File: config.mk
export PLATFORM = sky130hd
export DESIGN_NAME = uart_enh_ctrl
export DESIGN_NICKNAME = d
export VERILOG_FILES = /design/src/uart_enh_pkg.sv /design/src/bit_tick_div.sv /design/src/flow_threshold.sv /design/src/uart_enh_ctrl.sv
export SDC_FILE = /design/constraint.sdc
export NUM_CORES = 1
export LEC_CHECK = 0
export BUFFER_PORTS_ARGS = -buffer_cell sky130_fd_sc_hd__buf_4
export CORE_AREA = 2 2 113 115
export CTS_BUF_LIST = sky130_fd_sc_hd__clkbuf_4 sky130_fd_sc_hd__clkbuf_8 sky130_fd_sc_hd__clkbuf_16
export DETAILED_ROUTE_END_ITERATION = 12
export DIE_AREA = 0 0 115 117
export PLACE_DENSITY = 0.58
export SYNTH_ARGS = -nofsm -noshare
export SYNTH_HDL_FRONTEND = slang
export SYNTH_HIERARCHICAL = 1
export SYNTH_SLANG_ARGS = --single-unit
export TNS_END_PERCENT = 5
File: constraint.sdc
create_clock -name sys_clk -period 7.9 [get_ports sys_clk]
set_clock_uncertainty 0.05 [all_clocks]
set_input_delay 1.58 -clock sys_clk [delete_from_list [all_inputs] [get_ports sys_clk]]
set_output_delay 1.58 -clock sys_clk [all_outputs]
set_load 0.02 [all_outputs]
File: src/uart_enh_pkg.sv
// Package for the enhanced UART control block.
// Assumes one system clock and a channel baud tick at 16x bit rate.
package uart_enh_pkg;

  // ------------------------------------------------------------
  // Register selection
  // ------------------------------------------------------------
  typedef enum logic [2:0] {
    SEL_MODEM_STATUS = 3'h0,
    SEL_TURNAROUND   = 3'h1,
    SEL_SCRATCH      = 3'h2,
    SEL_FEATURE      = 3'h3,
    SEL_ENHANCED     = 3'h4
  } reg_sel_t;

  // ------------------------------------------------------------
  // Field layouts
  // ------------------------------------------------------------
  typedef struct packed {
    logic [1:0] trig_table;
    logic       rs485_en;
    logic       irda_rx_inv;
    logic [3:0] hyst;
  } feature_control_t;

  typedef struct packed {
    logic       auto_cts;
    logic       auto_rts;
    logic       special_det;
    logic       enh_wr_en;
    logic [3:0] sw_flow;
  } enhanced_feature_t;

  typedef struct packed {
    logic [3:0] delay;
    logic       tx_disable;
    logic       rx_disable;
  } turnaround_t;

  // ------------------------------------------------------------
  // Positions, reset values, counts
  // ------------------------------------------------------------
  localparam int          MS_DSR_BIT      = 5;
  localparam int          MS_CTS_BIT      = 4;
  localparam int          MS_DDSR_BIT     = 1;
  localparam int          MS_DCTS_BIT     = 0;
  localparam logic [7:0]  SCRATCH_RST     = 8'hff;
  localparam logic [7:0]  FEATURE_RST     = 8'h00;
  localparam logic [7:0]  ENHANCED_RST    = 8'h00;
  localparam logic [1:0]  TABLE_D         = 2'h3;
  localparam logic [3:0]  SW_FLOW_DUAL    = 4'hf;
  localparam int          TICKS_PER_BIT   = 16;
  localparam int          LEVEL_W         = 7;

endpackage

File: src/bit_tick_div.sv
// Divider from the 16x baud tick to a one-cycle bit-time pulse.
// Assumes baud_tick is a one-cycle pulse in the sys_clk domain.
`timescale 1ns/100ps
`default_nettype none
module bit_tick_div
  import uart_enh_pkg::*;
#(
  parameter int TICKS = TICKS_PER_BIT
) (
  input  wire logic sys_clk,
  input  wire logic rstn,
  input  wire logic restart,
  input  wire logic baud_tick,
  output var  logic bit_tick
);

  localparam int CW = $clog2(TICKS);

  logic [CW-1:0] cnt_q;

  // ------------------------------------------------------------
  // Bit period counter
  // ------------------------------------------------------------
  // bit period divider
  always_ff @(posedge sys_clk or negedge rstn) begin
    if (!rstn) begin
      cnt_q    <= '0;
      bit_tick <= 1'b0;
    end else if (restart) begin
      cnt_q    <= '0;
      bit_tick <= 1'b0;
    end else begin
      bit_tick <= 1'b0;
      if (baud_tick) begin
        if (cnt_q == CW'(TICKS - 1)) begin
          cnt_q    <= '0;
          bit_tick <= 1'b1;
        end else begin
          cnt_q <= cnt_q + 1'b1;
        end
      end
    end
  end

  bit_period_a: assert property (@(posedge sys_clk) disable iff (!rstn)
    bit_tick |=> !bit_tick)
    else $error("bit tick wider than one cycle");

endmodule
`default_nettype wire

File: src/flow_threshold.sv
// Hysteresis decode and receive flow thresholds.
// Assumes trigger levels of tables A to C come from the trigger logic.
`timescale 1ns/100ps
`default_nettype none
module flow_threshold
  import uart_enh_pkg::*;
#(
  parameter int W = LEVEL_W
) (
  input  wire logic [1:0]   trig_table,
  input  wire logic [3:0]   hyst_code,
  input  wire logic [W-1:0] rx_trig,
  input  wire logic [W-1:0] next_up,
  input  wire logic [W-1:0] next_dn,
  output var  logic [W-1:0] upper,
  output var  logic [W-1:0] lower
);

  function automatic logic [W-1:0] hyst_chars(input logic [3:0] c);
    case (c)
      4'h0:    hyst_chars = W'(0);
      4'h1:    hyst_chars = W'(4);
      4'h2:    hyst_chars = W'(6);
      4'h3:    hyst_chars = W'(8);
      4'h4:    hyst_chars = W'(8);
      4'h5:    hyst_chars = W'(16);
      4'h6:    hyst_chars = W'(24);
      4'h7:    hyst_chars = W'(32);
      4'h8:    hyst_chars = W'(40);
      4'h9:    hyst_chars = W'(44);
      4'ha:    hyst_chars = W'(48);
      4'hb:    hyst_chars = W'(52);
      4'hc:    hyst_chars = W'(12);
      4'hd:    hyst_chars = W'(20);
      4'he:    hyst_chars = W'(28);
      default: hyst_chars = W'(36);
    endcase
  endfunction

  logic [W-1:0] h;

  always_comb begin
    h     = hyst_chars(hyst_code);
    upper = next_up;
    lower = next_dn;
    if (trig_table == TABLE_D && hyst_code != 4'h0) begin
      upper = W'(rx_trig + h);
      lower = (rx_trig > h) ? W'(rx_trig - h) : '0;
    end
  end

endmodule
`default_nettype wire

File: src/uart_enh_ctrl.sv
// Enhanced control logic of one UART channel: modem deltas,
// turnaround and halt byte, scratch, feature and enhanced bytes.
// Assumes shifters, FIFOs and modem control byte sit outside.
`timescale 1ns/100ps
`default_nettype none
module uart_enh_ctrl
  import uart_enh_pkg::*;
#(
  parameter int W = LEVEL_W
) (
  input  wire logic          sys_clk,
  input  wire logic          rstn,
  input  wire reg_sel_t      reg_sel,
  input  wire logic          reg_wr,
  input  wire logic          reg_rd,
  input  wire logic [7:0]    reg_wdata,
  output var  logic [7:0]    reg_rdata_q,
  input  wire logic          cts_n,
  input  wire logic          dsr_n,
  input  wire logic          irda_rx,
  input  wire logic          msi_en,
  input  wire logic          flow_pin_sel,
  input  wire logic          rts_force,
  input  wire logic          dtr_force,
  input  wire logic          baud_tick,
  input  wire logic          tx_load,
  input  wire logic          thr_empty,
  input  wire logic          tsr_empty,
  input  wire logic          rx_busy,
  input  wire logic          rx_char_done,
  input  wire logic [W-1:0]  rx_level,
  input  wire logic [W-1:0]  rx_trig,
  input  wire logic [W-1:0]  next_up,
  input  wire logic [W-1:0]  next_dn,
  output var  logic          msi_irq_q,
  output var  logic          tx_irq_q,
  output var  logic          rx_trig_irq_q,
  output var  logic          tx_allow_q,
  output var  logic          rx_allow_q,
  output var  logic          rts_n_q,
  output var  logic          dtr_n_q,
  output var  logic          irda_rx_q,
  output var  logic          dual_flow_q,
  output var  logic [1:0]    trig_table_q
);

  feature_control_t  feature_control_q;
  enhanced_feature_t efr_q;
  turnaround_t       ta_q;
  logic [7:0]        scratch_q;
  logic              cts_prev_q;
  logic              dsr_prev_q;
  logic              d_cts_q;
  logic              d_dsr_q;
  logic              dir_q;
  logic [3:0]        ta_cnt_q;
  logic              rx_last_q;
  logic              flow_hold_q;
  logic              bit_tick;
  logic              tx_idle;
  logic              wr_sel_ms;
  logic              rd_ms;
  logic              flow_in_high;
  logic [W-1:0]      upper;
  logic [W-1:0]      lower;
  assign tx_idle   = thr_empty & tsr_empty;
  assign wr_sel_ms = reg_wr & (reg_sel == SEL_TURNAROUND);
  assign rd_ms     = reg_rd & (reg_sel == SEL_MODEM_STATUS);

  // ------------------------------------------------------------
  // Submodules
  // ------------------------------------------------------------
  bit_tick_div #(.TICKS(TICKS_PER_BIT)) u_div (
    .sys_clk   (sys_clk),
    .rstn      (rstn),
    .restart   (!tx_idle),
    .baud_tick (baud_tick),
    .bit_tick  (bit_tick)
  );
  flow_threshold #(.W(W)) u_thr (
    .trig_table (feature_control_q.trig_table),
    .hyst_code  (feature_control_q.hyst),
    .rx_trig    (rx_trig),
    .next_up    (next_up),
    .next_dn    (next_dn),
    .upper      (upper),
    .lower      (lower)
  );

  // ------------------------------------------------------------
  // Register writes
  // ------------------------------------------------------------
  // scratch byte
  always_ff @(posedge sys_clk or negedge rstn) begin
    if (!rstn) begin
      scratch_q <= SCRATCH_RST;
    end else if (reg_wr && reg_sel == SEL_SCRATCH) begin
      scratch_q <= reg_wdata;
    end
  end
  always_ff @(posedge sys_clk or negedge rstn) begin
    if (!rstn) begin
      feature_control_q <= feature_control_t'(FEATURE_RST);
    end else if (reg_wr && reg_sel == SEL_FEATURE) begin
      feature_control_q <= feature_control_t'(reg_wdata);
    end
  end
  always_ff @(posedge sys_clk or negedge rstn) begin
    if (!rstn) begin
      efr_q <= enhanced_feature_t'(ENHANCED_RST);
    end else if (reg_wr && reg_sel == SEL_ENHANCED) begin
      efr_q <= enhanced_feature_t'(reg_wdata);
    end
  end
  always_ff @(posedge sys_clk or negedge rstn) begin
    if (!rstn) begin
      ta_q <= '0;
    end else if (wr_sel_ms) begin
      if (efr_q.enh_wr_en) begin
        ta_q.delay <= reg_wdata[7:4];
      end
      ta_q.tx_disable <= reg_wdata[3];
      ta_q.rx_disable <= reg_wdata[2];
    end
  end

  // ------------------------------------------------------------
  // Register reads
  // ------------------------------------------------------------
  always_ff @(posedge sys_clk or negedge rstn) begin
    if (!rstn) begin
      reg_rdata_q <= 8'h00;
    end else if (reg_rd) begin
      case (reg_sel)
        SEL_MODEM_STATUS: begin
          reg_rdata_q              <= 8'h00;
          reg_rdata_q[MS_DSR_BIT]  <= ~dsr_n;
          reg_rdata_q[MS_CTS_BIT]  <= ~cts_n;
          reg_rdata_q[MS_DDSR_BIT] <= d_dsr_q;
          reg_rdata_q[MS_DCTS_BIT] <= d_cts_q;
        end
        SEL_SCRATCH:  reg_rdata_q <= scratch_q;
        SEL_FEATURE:  reg_rdata_q <= feature_control_q;
        SEL_ENHANCED: reg_rdata_q <= efr_q;
        default:      reg_rdata_q <= 8'h00;
      endcase
    end
  end

  // ------------------------------------------------------------
  // Modem input change flags
  // ------------------------------------------------------------
  always_ff @(posedge sys_clk or negedge rstn) begin
    if (!rstn) begin
      cts_prev_q <= 1'b1;
      dsr_prev_q <= 1'b1;
      d_cts_q    <= 1'b0;
      d_dsr_q    <= 1'b0;
      msi_irq_q  <= 1'b0;
    end else begin
      cts_prev_q <= cts_n;
      dsr_prev_q <= dsr_n;
      if (cts_n != cts_prev_q) begin
        d_cts_q <= 1'b1;
      end else if (rd_ms) begin
        d_cts_q <= 1'b0;
      end
      if (dsr_n != dsr_prev_q) begin
        d_dsr_q <= 1'b1;
      end else if (rd_ms) begin
        d_dsr_q <= 1'b0;
      end
      msi_irq_q  <= msi_en & (d_cts_q | d_dsr_q);
    end
  end

  // ------------------------------------------------------------
  // RS-485 direction and turnaround
  // ------------------------------------------------------------
  // direction follows transmitter
  always_ff @(posedge sys_clk or negedge rstn) begin
    if (!rstn) begin
      dir_q    <= 1'b0;
      ta_cnt_q <= 4'h0;
    end else if (!feature_control_q.rs485_en) begin
      dir_q    <= 1'b0;
      ta_cnt_q <= 4'h0;
    end else if (tx_load || !tx_idle) begin
      dir_q    <= 1'b1;
      ta_cnt_q <= 4'h0;
    end else if (dir_q) begin
      if (ta_cnt_q == ta_q.delay) begin
        dir_q <= 1'b0;
      end else if (bit_tick) begin
        ta_cnt_q <= ta_cnt_q + 4'h1;
      end
    end
  end

  // ------------------------------------------------------------
  // Transmit permission and interrupt
  // ------------------------------------------------------------
  // pick CTS or DSR
  assign flow_in_high = flow_pin_sel ? dsr_n : cts_n;
  always_ff @(posedge sys_clk or negedge rstn) begin
    if (!rstn) begin
      tx_allow_q <= 1'b0;
    end else if (tsr_empty) begin
      tx_allow_q <= !ta_q.tx_disable
                  && !(efr_q.auto_cts && flow_in_high)
                  && (!feature_control_q.rs485_en || dir_q);
    end
  end
  always_ff @(posedge sys_clk or negedge rstn) begin
    if (!rstn) begin
      tx_irq_q <= 1'b0;
    end else begin
      tx_irq_q <= feature_control_q.rs485_en ? tx_idle : thr_empty;
    end
  end

  // ------------------------------------------------------------
  // Receive permission
  // ------------------------------------------------------------
  // one more character then stop
  always_ff @(posedge sys_clk or negedge rstn) begin
    if (!rstn) begin
      rx_allow_q <= 1'b1;
      rx_last_q  <= 1'b0;
    end else if (!ta_q.rx_disable) begin
      rx_allow_q <= 1'b1;
      rx_last_q  <= 1'b0;
    end else if (!rx_last_q) begin
      rx_last_q <= 1'b1;
    end else if (rx_char_done) begin
      rx_allow_q <= 1'b0;
    end
  end

  // ------------------------------------------------------------
  // Receive flow control
  // ------------------------------------------------------------
  // hold at or above upper, release below lower
  always_ff @(posedge sys_clk or negedge rstn) begin
    if (!rstn) begin
      flow_hold_q <= 1'b0;
    end else if (!efr_q.auto_rts) begin
      flow_hold_q <= 1'b0;
    end else if (rx_level >= upper) begin
      flow_hold_q <= 1'b1;
    end else if (rx_level < lower) begin
      flow_hold_q <= 1'b0;
    end
  end
  always_ff @(posedge sys_clk or negedge rstn) begin
    if (!rstn) begin
      rx_trig_irq_q <= 1'b0;
    end else begin
      rx_trig_irq_q <= rx_level >= rx_trig;
    end
  end
  // forced level stands when auto off, except RTS while RS-485 is enabled
  always_ff @(posedge sys_clk or negedge rstn) begin
    if (!rstn) begin
      rts_n_q <= 1'b1;
      dtr_n_q <= 1'b1;
    end else begin
      // RS-485 drives RTS high while sending
      if (feature_control_q.rs485_en) begin
        rts_n_q <= dir_q;
      end else begin
        rts_n_q <= !rts_force || (flow_hold_q && !flow_pin_sel);
      end
      dtr_n_q <= !dtr_force || (flow_hold_q && flow_pin_sel);
    end
  end

  // ------------------------------------------------------------
  // Miscellaneous outputs
  // ------------------------------------------------------------
  always_ff @(posedge sys_clk or negedge rstn) begin
    if (!rstn) begin
      irda_rx_q    <= 1'b0;
      dual_flow_q  <= 1'b0;
      trig_table_q <= 2'h0;
    end else begin
      irda_rx_q    <= irda_rx ^ feature_control_q.irda_rx_inv;
      dual_flow_q  <= efr_q.sw_flow == SW_FLOW_DUAL;
      trig_table_q <= feature_control_q.trig_table;
    end
  end

  // ------------------------------------------------------------
  // Checks
  // ------------------------------------------------------------
  dsr_delta_a: assert property (@(posedge sys_clk) disable iff (!rstn)
    (dsr_n != $past(dsr_n)) |=> d_dsr_q)
    else $error("DSR change not flagged");
  cts_delta_a: assert property (@(posedge sys_clk) disable iff (!rstn)
    (cts_n != $past(cts_n)) ##1 (msi_en && !rd_ms) |=> d_cts_q && msi_irq_q)
    else $error("CTS change lost or no interrupt");
  turnaround_wait_a: assert property (@(posedge sys_clk) disable iff (!rstn)
    (dir_q && tx_idle && !tx_load && feature_control_q.rs485_en && ta_cnt_q != ta_q.delay)
    |=> dir_q)
    else $error("Direction dropped before delay");
  delay_lock_a: assert property (@(posedge sys_clk) disable iff (!rstn)
    (wr_sel_ms && !efr_q.enh_wr_en) |=> $stable(ta_q.delay))
    else $error("Delay written while locked");
  tx_halt_a: assert property (@(posedge sys_clk) disable iff (!rstn)
    (ta_q.tx_disable && tsr_empty) |=> !tx_allow_q)
    else $error("Transmit not halted");
  rx_stop_a: assert property (@(posedge sys_clk) disable iff (!rstn)
    (ta_q.rx_disable && rx_last_q && rx_char_done && !wr_sel_ms) |=> !rx_allow_q)
    else $error("Receiver not stopped");
  tx_irq_src_a: assert property (@(posedge sys_clk) disable iff (!rstn)
    (feature_control_q.rs485_en && !tsr_empty) |=> !tx_irq_q)
    else $error("Interrupt before shift empty");
  flow_hold_a: assert property (@(posedge sys_clk) disable iff (!rstn)
    (efr_q.auto_rts && rx_level >= upper) |=> flow_hold_q)
    else $error("Flow hold not set");
  irda_pol_a: assert property (@(posedge sys_clk) disable iff (!rstn)
    1'b1 |=> irda_rx_q == ($past(irda_rx) ^ $past(feature_control_q.irda_rx_inv)))
    else $error("IrDA polarity wrong");

endmodule
`default_nettype wire

==> flow_summary.ini, run 1 <==
[sta]
postLayoutSetupSlackWorst_ns = 3.71
tightest_slew_ns = 0.805
hold_ws_ns = 0.357
clock.fmax_ghz = 0.239
slew_headroom = 0.463
finalCriticalPeriod_ns = 4.19
hold_viol_final = 0
slew_violations = 0
fin_setup_tns_ns = 0
finalSetupViolCount = 0
min_period_over_period = 0.530
grt_setup_unrepaired = false

[power]
switching_share = 0.303
power_frac_clock = 0.337
pwr_density_cell_nw_per_um2 = 246
pwr-share-seq = 0.356
pwr-share-comb = 0.307
internal_power_uw = 865
p_leak_nw = 2.41
irDropWorstVdd_v = 0.000119
power_switching_uw = 376

[grt]
track_usage = 0.140
antenna_found_initial = 0
grt-ovfl-total = 0
grt_pass1_vias = 3009
grt_pass1_wl_mm = 14.9
grt_max_degree = 66

[route]
routed_wl_mm = 9.03
dr.pass1.iters = 4
drc = 0
wl_per_cell_microns = 14.6
drtIter0Drc = 74
ant_nets = 0
vias_per_cell = 4.91
vias = 3042

[yosys]
ys_seq_area_frac = 0.404
async_flop_share = 1.00
ys.flop_type = dfrtp_1
syn-num-nets = 486
synth_edf_count = 0
syn_area_sq_um = 4070
ys_types = 60
yosys_warnings = 6
synth_area_per_cell_sq_um = 10.4
syn_inst = 393
ys_seq_elements = 65

[flow_run]
maxCapViolations = 0

[critical_path]
cp.required_ns = 8.04
critPathLaunchType = input port
crit_path_end_kind = register
worst-path-max-fanout = 7
worstSetupPathType = input port to register
cp.arrival_ns = 4.33

[floorplanning]
die_h_microns = 117
coreArea_sq_um = 12300
pin_count = 75
dieArea_sq_um = 13500
num_rows = 41
die_w_microns = 115
initial_utilization = 0.331

[outcome]
status = finished, final reports clean

[placed_design]
port_buffers = 73
dp_hpwl_mm = 7.07
routabilityCongestion = 0.839
place_ws_ns = 3.38

[clock_tree]
cts_sinks = 65
cts_resized = 0
ctsHtreeMaxLevel = 3
cts-buffers-inserted = 9
clock_path_buffers = 2
cts_tree = yes
worstSkewPairLatency_ns = 0.32
clk_pin_slew_worst_paths_ns = 0.05
cts_hold_buf = 0
clockRootBuffer = clkbuf_16
cts_setup_buffers = 0

[final_layout]
antennaDiodeCount = 0
area_growth_syn_to_layout_pct = 23.7
fillers = 1188
final_layout_size_suffix_gt1_frac = 0.305
nNetsFinal = 557

[hold_path]
hold_class = register to register
cell type report:
type / instances / area [sq um] / share of cell area
clock buffer: 12 / 248 / 0.0492
clock inverter: 4 / 70.1 / 0.0139
inverter: 42 / 158 / 0.0313
multi-input combinational: 273 / 2180 / 0.433
sequential: 65 / 1640 / 0.326
tap: 150 / 188 / 0.0373
timing repair buffer: 73 / 548 / 0.109
state kept, by name (all words and copies together) (netlist names), 2 cells and up:
register and flops:
efr_q 8, scratch_q 8, ta_q 6, trig_table_q 2
u_div/cnt_q 4, feature_control_q 8, reg_rdata_q 8, ta_cnt_q 4
critical path: stages:
cell and delay [ns]:
buf_4 0.10, inv_1 0.04, ha_1 0.23, fa_1 0.41
o21bai_1 0.25, a21oi_4 0.11, a21oi_4 0.25, a22o_1 0.17
inv_1 0.04, ha_1 0.28, a21o_1 0.19, a221o_1 0.34
a31oi_1 0.21, o22ai_1 0.13
per-layer routing:
| layer | part of all wire | global-route usage | vias to the layer above |
|---|---|---|---|
| li1 | - | - | 1526 |
| met1 | 0.46 | 0.184 | 1450 |
| met2 | 0.48 | 0.231 | 53 |
| met3 | 0.040 | 0.0330 | 13 |
| met4 | 0.017 | 0.0434 | 0 |
| met5 | 0 | 0 | - |
stage by stage:
step                      cells   util  area [sq um]  total power [mW]
after floorplan             393      -          4070             0.717
after global placement      603  0.383          4720             0.823
after detailed placement    603  0.383          4720             0.833
after CTS                   619  0.409          5040              1.26
after global routing        619  0.409          5040              1.32
final                       619  0.409          5040              1.24
path summary, 6_finish.rpt:
check / startpoint / to / slack [ns] / cells past startpoint
setup / recovery: rx_trig[1] / flow_hold_q$_DFFE_PN0P_ / 3.71 / 14
hold / removal: ta_q[0]$_DFFE_PN0P_ / rx_last_q$_DFF_PN0_ / 0.36 / 0
setup reg to reg: feature_control_q[0]$_DFFE_PN0P_ / flow_hold_q$_DFFE_PN0P_ / 4.02 / 15
hold reg to reg: ta_q[0]$_DFFE_PN0P_ / rx_last_q$_DFF_PN0_ / 0.36 / 0
max in group asynchronous: rstn / ta_cnt_q[3]$_DFFE_PN0P_ / 5.98 / 1
min in group asynchronous: rstn / msi_irq_q$_DFF_PN0_ / 1.29 / 1
power by group through the flow:
stage,clock network [mW],logic (mW),registers [mW]
after global placement,0,0.377,0.445
after floorplan,0,0.266,0.451
after global routing,0.441,0.434,0.450
after CTS,0.426,0.388,0.442
final,0.418,0.381,0.442
after detailed placement,0,0.386,0.447
cell usage after synthesis (4+ instances only):
| master | number | share of area |
|---|---|---|
| a22o_1 | 7 | 0.015 |
| nand2_1 | 30 | 0.028 |
| o22ai_1 | 7 | 0.011 |
| a21oi_1 | 19 | 0.023 |
| a31oi_1 | 5 | 0.0077 |
| xnor2_1 | 10 | 0.022 |
| dfrtp_1 | 52 | 0.32 |
| nor2b_1 | 5 | 0.0077 |
| nor2_1 | 21 | 0.019 |
| dfstp_2 | 13 | 0.084 |
| inv_1 | 41 | 0.038 |
| mux2i_1 | 10 | 0.025 |
| o21ai_0 | 7 | 0.0086 |
| mux2_2 | 33 | 0.091 |
| nor3_1 | 4 | 0.0049 |
| o21ai_1 | 4 | 0.0049 |
| nand2b_1 | 4 | 0.0061 |
| ha_1 | 35 | 0.11 |
| nand3_1 | 4 | 0.0049 |
| o21a_1 | 5 | 0.0092 |
| a211oi_1 | 4 | 0.0074 |
| a21o_1 | 7 | 0.013 |
| xor2_1 | 5 | 0.011 |
logic make-up (layout without fill, tap and decap cells):
logic type,Yosys count,count (layout),synth area share
XOR/XNOR,15,15,0.0323
multiplexers,46,46,0.124
AND/OR/NAND/NOR,90,90,0.111
buffers and inverters,55,131,0.0602
AO/OA/AOI/OAI,85,85,0.152
adder cells (fa/ha/maj),37,37,0.117
flip-flops,65,65,0.404
cell usage in the layout (no fill, tap or decap), types with 7 or more instances in the layout:
| master | n |
|---|---|
| ha_1 | 35 |
| dfstp_2 | 13 |
| clkbuf_16 | 9 |
| o21ai_0 | 7 |
| a21o_1 | 7 |
| mux2_2 | 33 |
| o22ai_1 | 7 |
| mux2i_1 | 10 |
| xnor2_1 | 10 |
| buf_4 | 73 |
| inv_1 | 41 |
| dfrtp_1 | 52 |
| a22o_1 | 7 |
| a21oi_1 | 19 |
| nand2_1 | 30 |
| nor2_1 | 21 |
No activity file was read; power rests on OpenSTA's default activity.
==> run 2, diff against run 1 <==
Clock period 7.9 ns to 4.3 ns, I/O delays scaled along.
==> flow_summary.ini, run 2 (same netlist as run 1, synthesis figures left out) <==
[critical_path]
worst-path-max-fanout = 8
crit_chain = ha_1 > nor2b_1 > a211oi_1 > a21oi_1 > ha_1 > nor4_1 > a2111o_1 > a21oi_4 > a22o_1 > inv_1 > ha_1 > a21o_1 > a221o_1 > a31oi_1 > o22ai_1
cp.required_ns = 4.44
critPathLaunch = feature_control_q[0]$_DFFE_PN0P_
critPathLaunchType = register
worst-path-buf-inv = 1
r2r_start = feature_control_q[0]$_DFFE_PN0P_
cp.arrival_ns = 3.98
cpPeakStageDelay_ns = 0.47
crit_slowest_cell = ha_1
cp_top_family = compound AO/OA/AOI/OAI gates
crit_top_cell = ha_1
crit_path_end_kind = register
worstSetupPathType = register to register

[final_layout]
final_util = 0.408
fillers = 1204
final_cell_mix = buf_4, dfrtp_1, inv_1, ha_1, mux2_2
nNetsFinal = 557
seq_area_sq_um = 1640
area_growth_syn_to_layout_pct = 23.3
antennaDiodeCount = 0
multi_input_area_sq_um = 2180
final_common_cell = buf_4
final_layout_size_suffix_gt1_frac = 0.303

[route]
dr.pass1.iters = 4
drc = 0
ant_nets = 0
routed_wl_mm = 9.19
drtIter0Drc = 77
vias_per_cell = 4.89
vias = 3020
wl_per_cell_microns = 14.9

[floorplanning]
initial_utilization = 0.331
die_w_microns = 115
coreArea_sq_um = 12300
die_h_microns = 117
dieArea_sq_um = 13500
pin_count = 75
num_rows = 41

[sta]
min_period_over_period = 0.894
finalSetupViolCount = 0
finalCriticalPeriod_ns = 3.84
hold_viol_final = 0
clock.fmax_ghz = 0.260
slew_headroom = 0.468
fin_setup_tns_ns = 0
grt_setup_unrepaired = false
slew_violations = 0
tightest_slew_ns = 0.797

[placed_design]
dp_hpwl_mm = 7.08
routabilityCongestion = 0.822
port_buffers = 73

[clock_tree]
clockRootBuffer = clkbuf_16
cts_sinks = 65
cts_resized = 0
cts-buffers-inserted = 9
ctsHtreeMaxLevel = 3
clk_pin_slew_worst_paths_ns = 0.05
clock_path_buffers = 2
cts_hold_buf = 0
worstSkewPairLatency_ns = 0.32
cts_tree = yes
cts_setup_buffers = 0

[grt]
grt_pass1_vias = 3024
antenna_found_initial = 0
grt_max_degree = 66
grt-ovfl-total = 0
track_usage = 0.143
grt_pass1_wl_mm = 15.1

[power]
pwr_density_cell_nw_per_um2 = 446
irDropWorstVdd_v = 0.000223
p_leak_nw = 2.40

[hold_path]
hold_class = register to register
hold_start = ta_q[0]$_DFFE_PN0P_

[flow_run]
maxCapViolations = 0

[outcome]
status = finished, final reports clean
run 2: worst paths after layout:
| kind | depth (start not counted) | to | slack, ns |
|---|---|---|---|
| worst max-delay path | 15 | flow_hold_q$_DFFE_PN0P_ | 0.46 |
| worst min-delay path | 0 | rx_last_q$_DFF_PN0_ | 0.36 |
| worst max register to register | 15 | flow_hold_q$_DFFE_PN0P_ | 0.46 |
| worst min register to register | 0 | rx_last_q$_DFF_PN0_ | 0.36 |
| max in group asynchronous | 1 | trig_table_q[0]$_DFF_PN0_ | 3.10 |
| min in group asynchronous | 1 | reg_rdata_q[4]$_DFFE_PN0P_ | 0.58 |
run 2: metal layers:
layer	GRT usage	share of wire	up-vias
met4	0.0329	0.0090	0
met1	0.190	0.46	1437
met3	0.0412	0.042	8
met2	0.233	0.49	49
li1	-	-	1526
met5	0	0	-
run 2: layout make-up:
type / instances / share of cell area
Tap cell: 150 / 0.0374
Sequential cell: 65 / 0.327
Timing Repair Buffer: 73 / 0.109
Inverter: 42 / 0.0314
Clock buffer: 12 / 0.0518
Multi-Input combinational cell: 273 / 0.435
Clock inverter: 3 / 0.00798
run 2: through the flow:
step / setup slack [ns] / total power, mW / cell area [sq um] / hold WS, ns / std cells
after global placement: 0.491 / 1.51 / 4720 / 0.336 / 603
after global routing: 0.186 / 2.39 / 5020 / 0.374 / 618
final: 0.456 / 2.24 / 5020 / 0.357 / 618
after detailed placement: 0.482 / 1.53 / 4720 / 0.346 / 603
after CTS: 0.442 / 2.27 / 5020 / 0.358 / 618
after floorplan: 0.935 / 1.32 / 4070 / 0.320 / 393
run 2: worst register-to-register path, stage by stage, from the launching register on:
cell and delay (ns):
dfrtp_1 0.44, ha_1 0.24, nor2b_1 0.13, a211oi_1 0.21, a21oi_1 0.09, ha_1 0.47
nor4_1 0.09, a2111o_1 0.40, a21oi_4 0.24, a22o_1 0.16, inv_1 0.04, ha_1 0.28
a21o_1 0.18, a221o_1 0.33, a31oi_1 0.22, o22ai_1 0.13
run 2: report_power, final:
part	total [mW]	internal, mW	switching (mW)
Sequential	0.812	0.731	0.0809
Clock	0.719	0.481	0.239
Combinational	0.705	0.334	0.371
Total	2.24	1.55	0.691
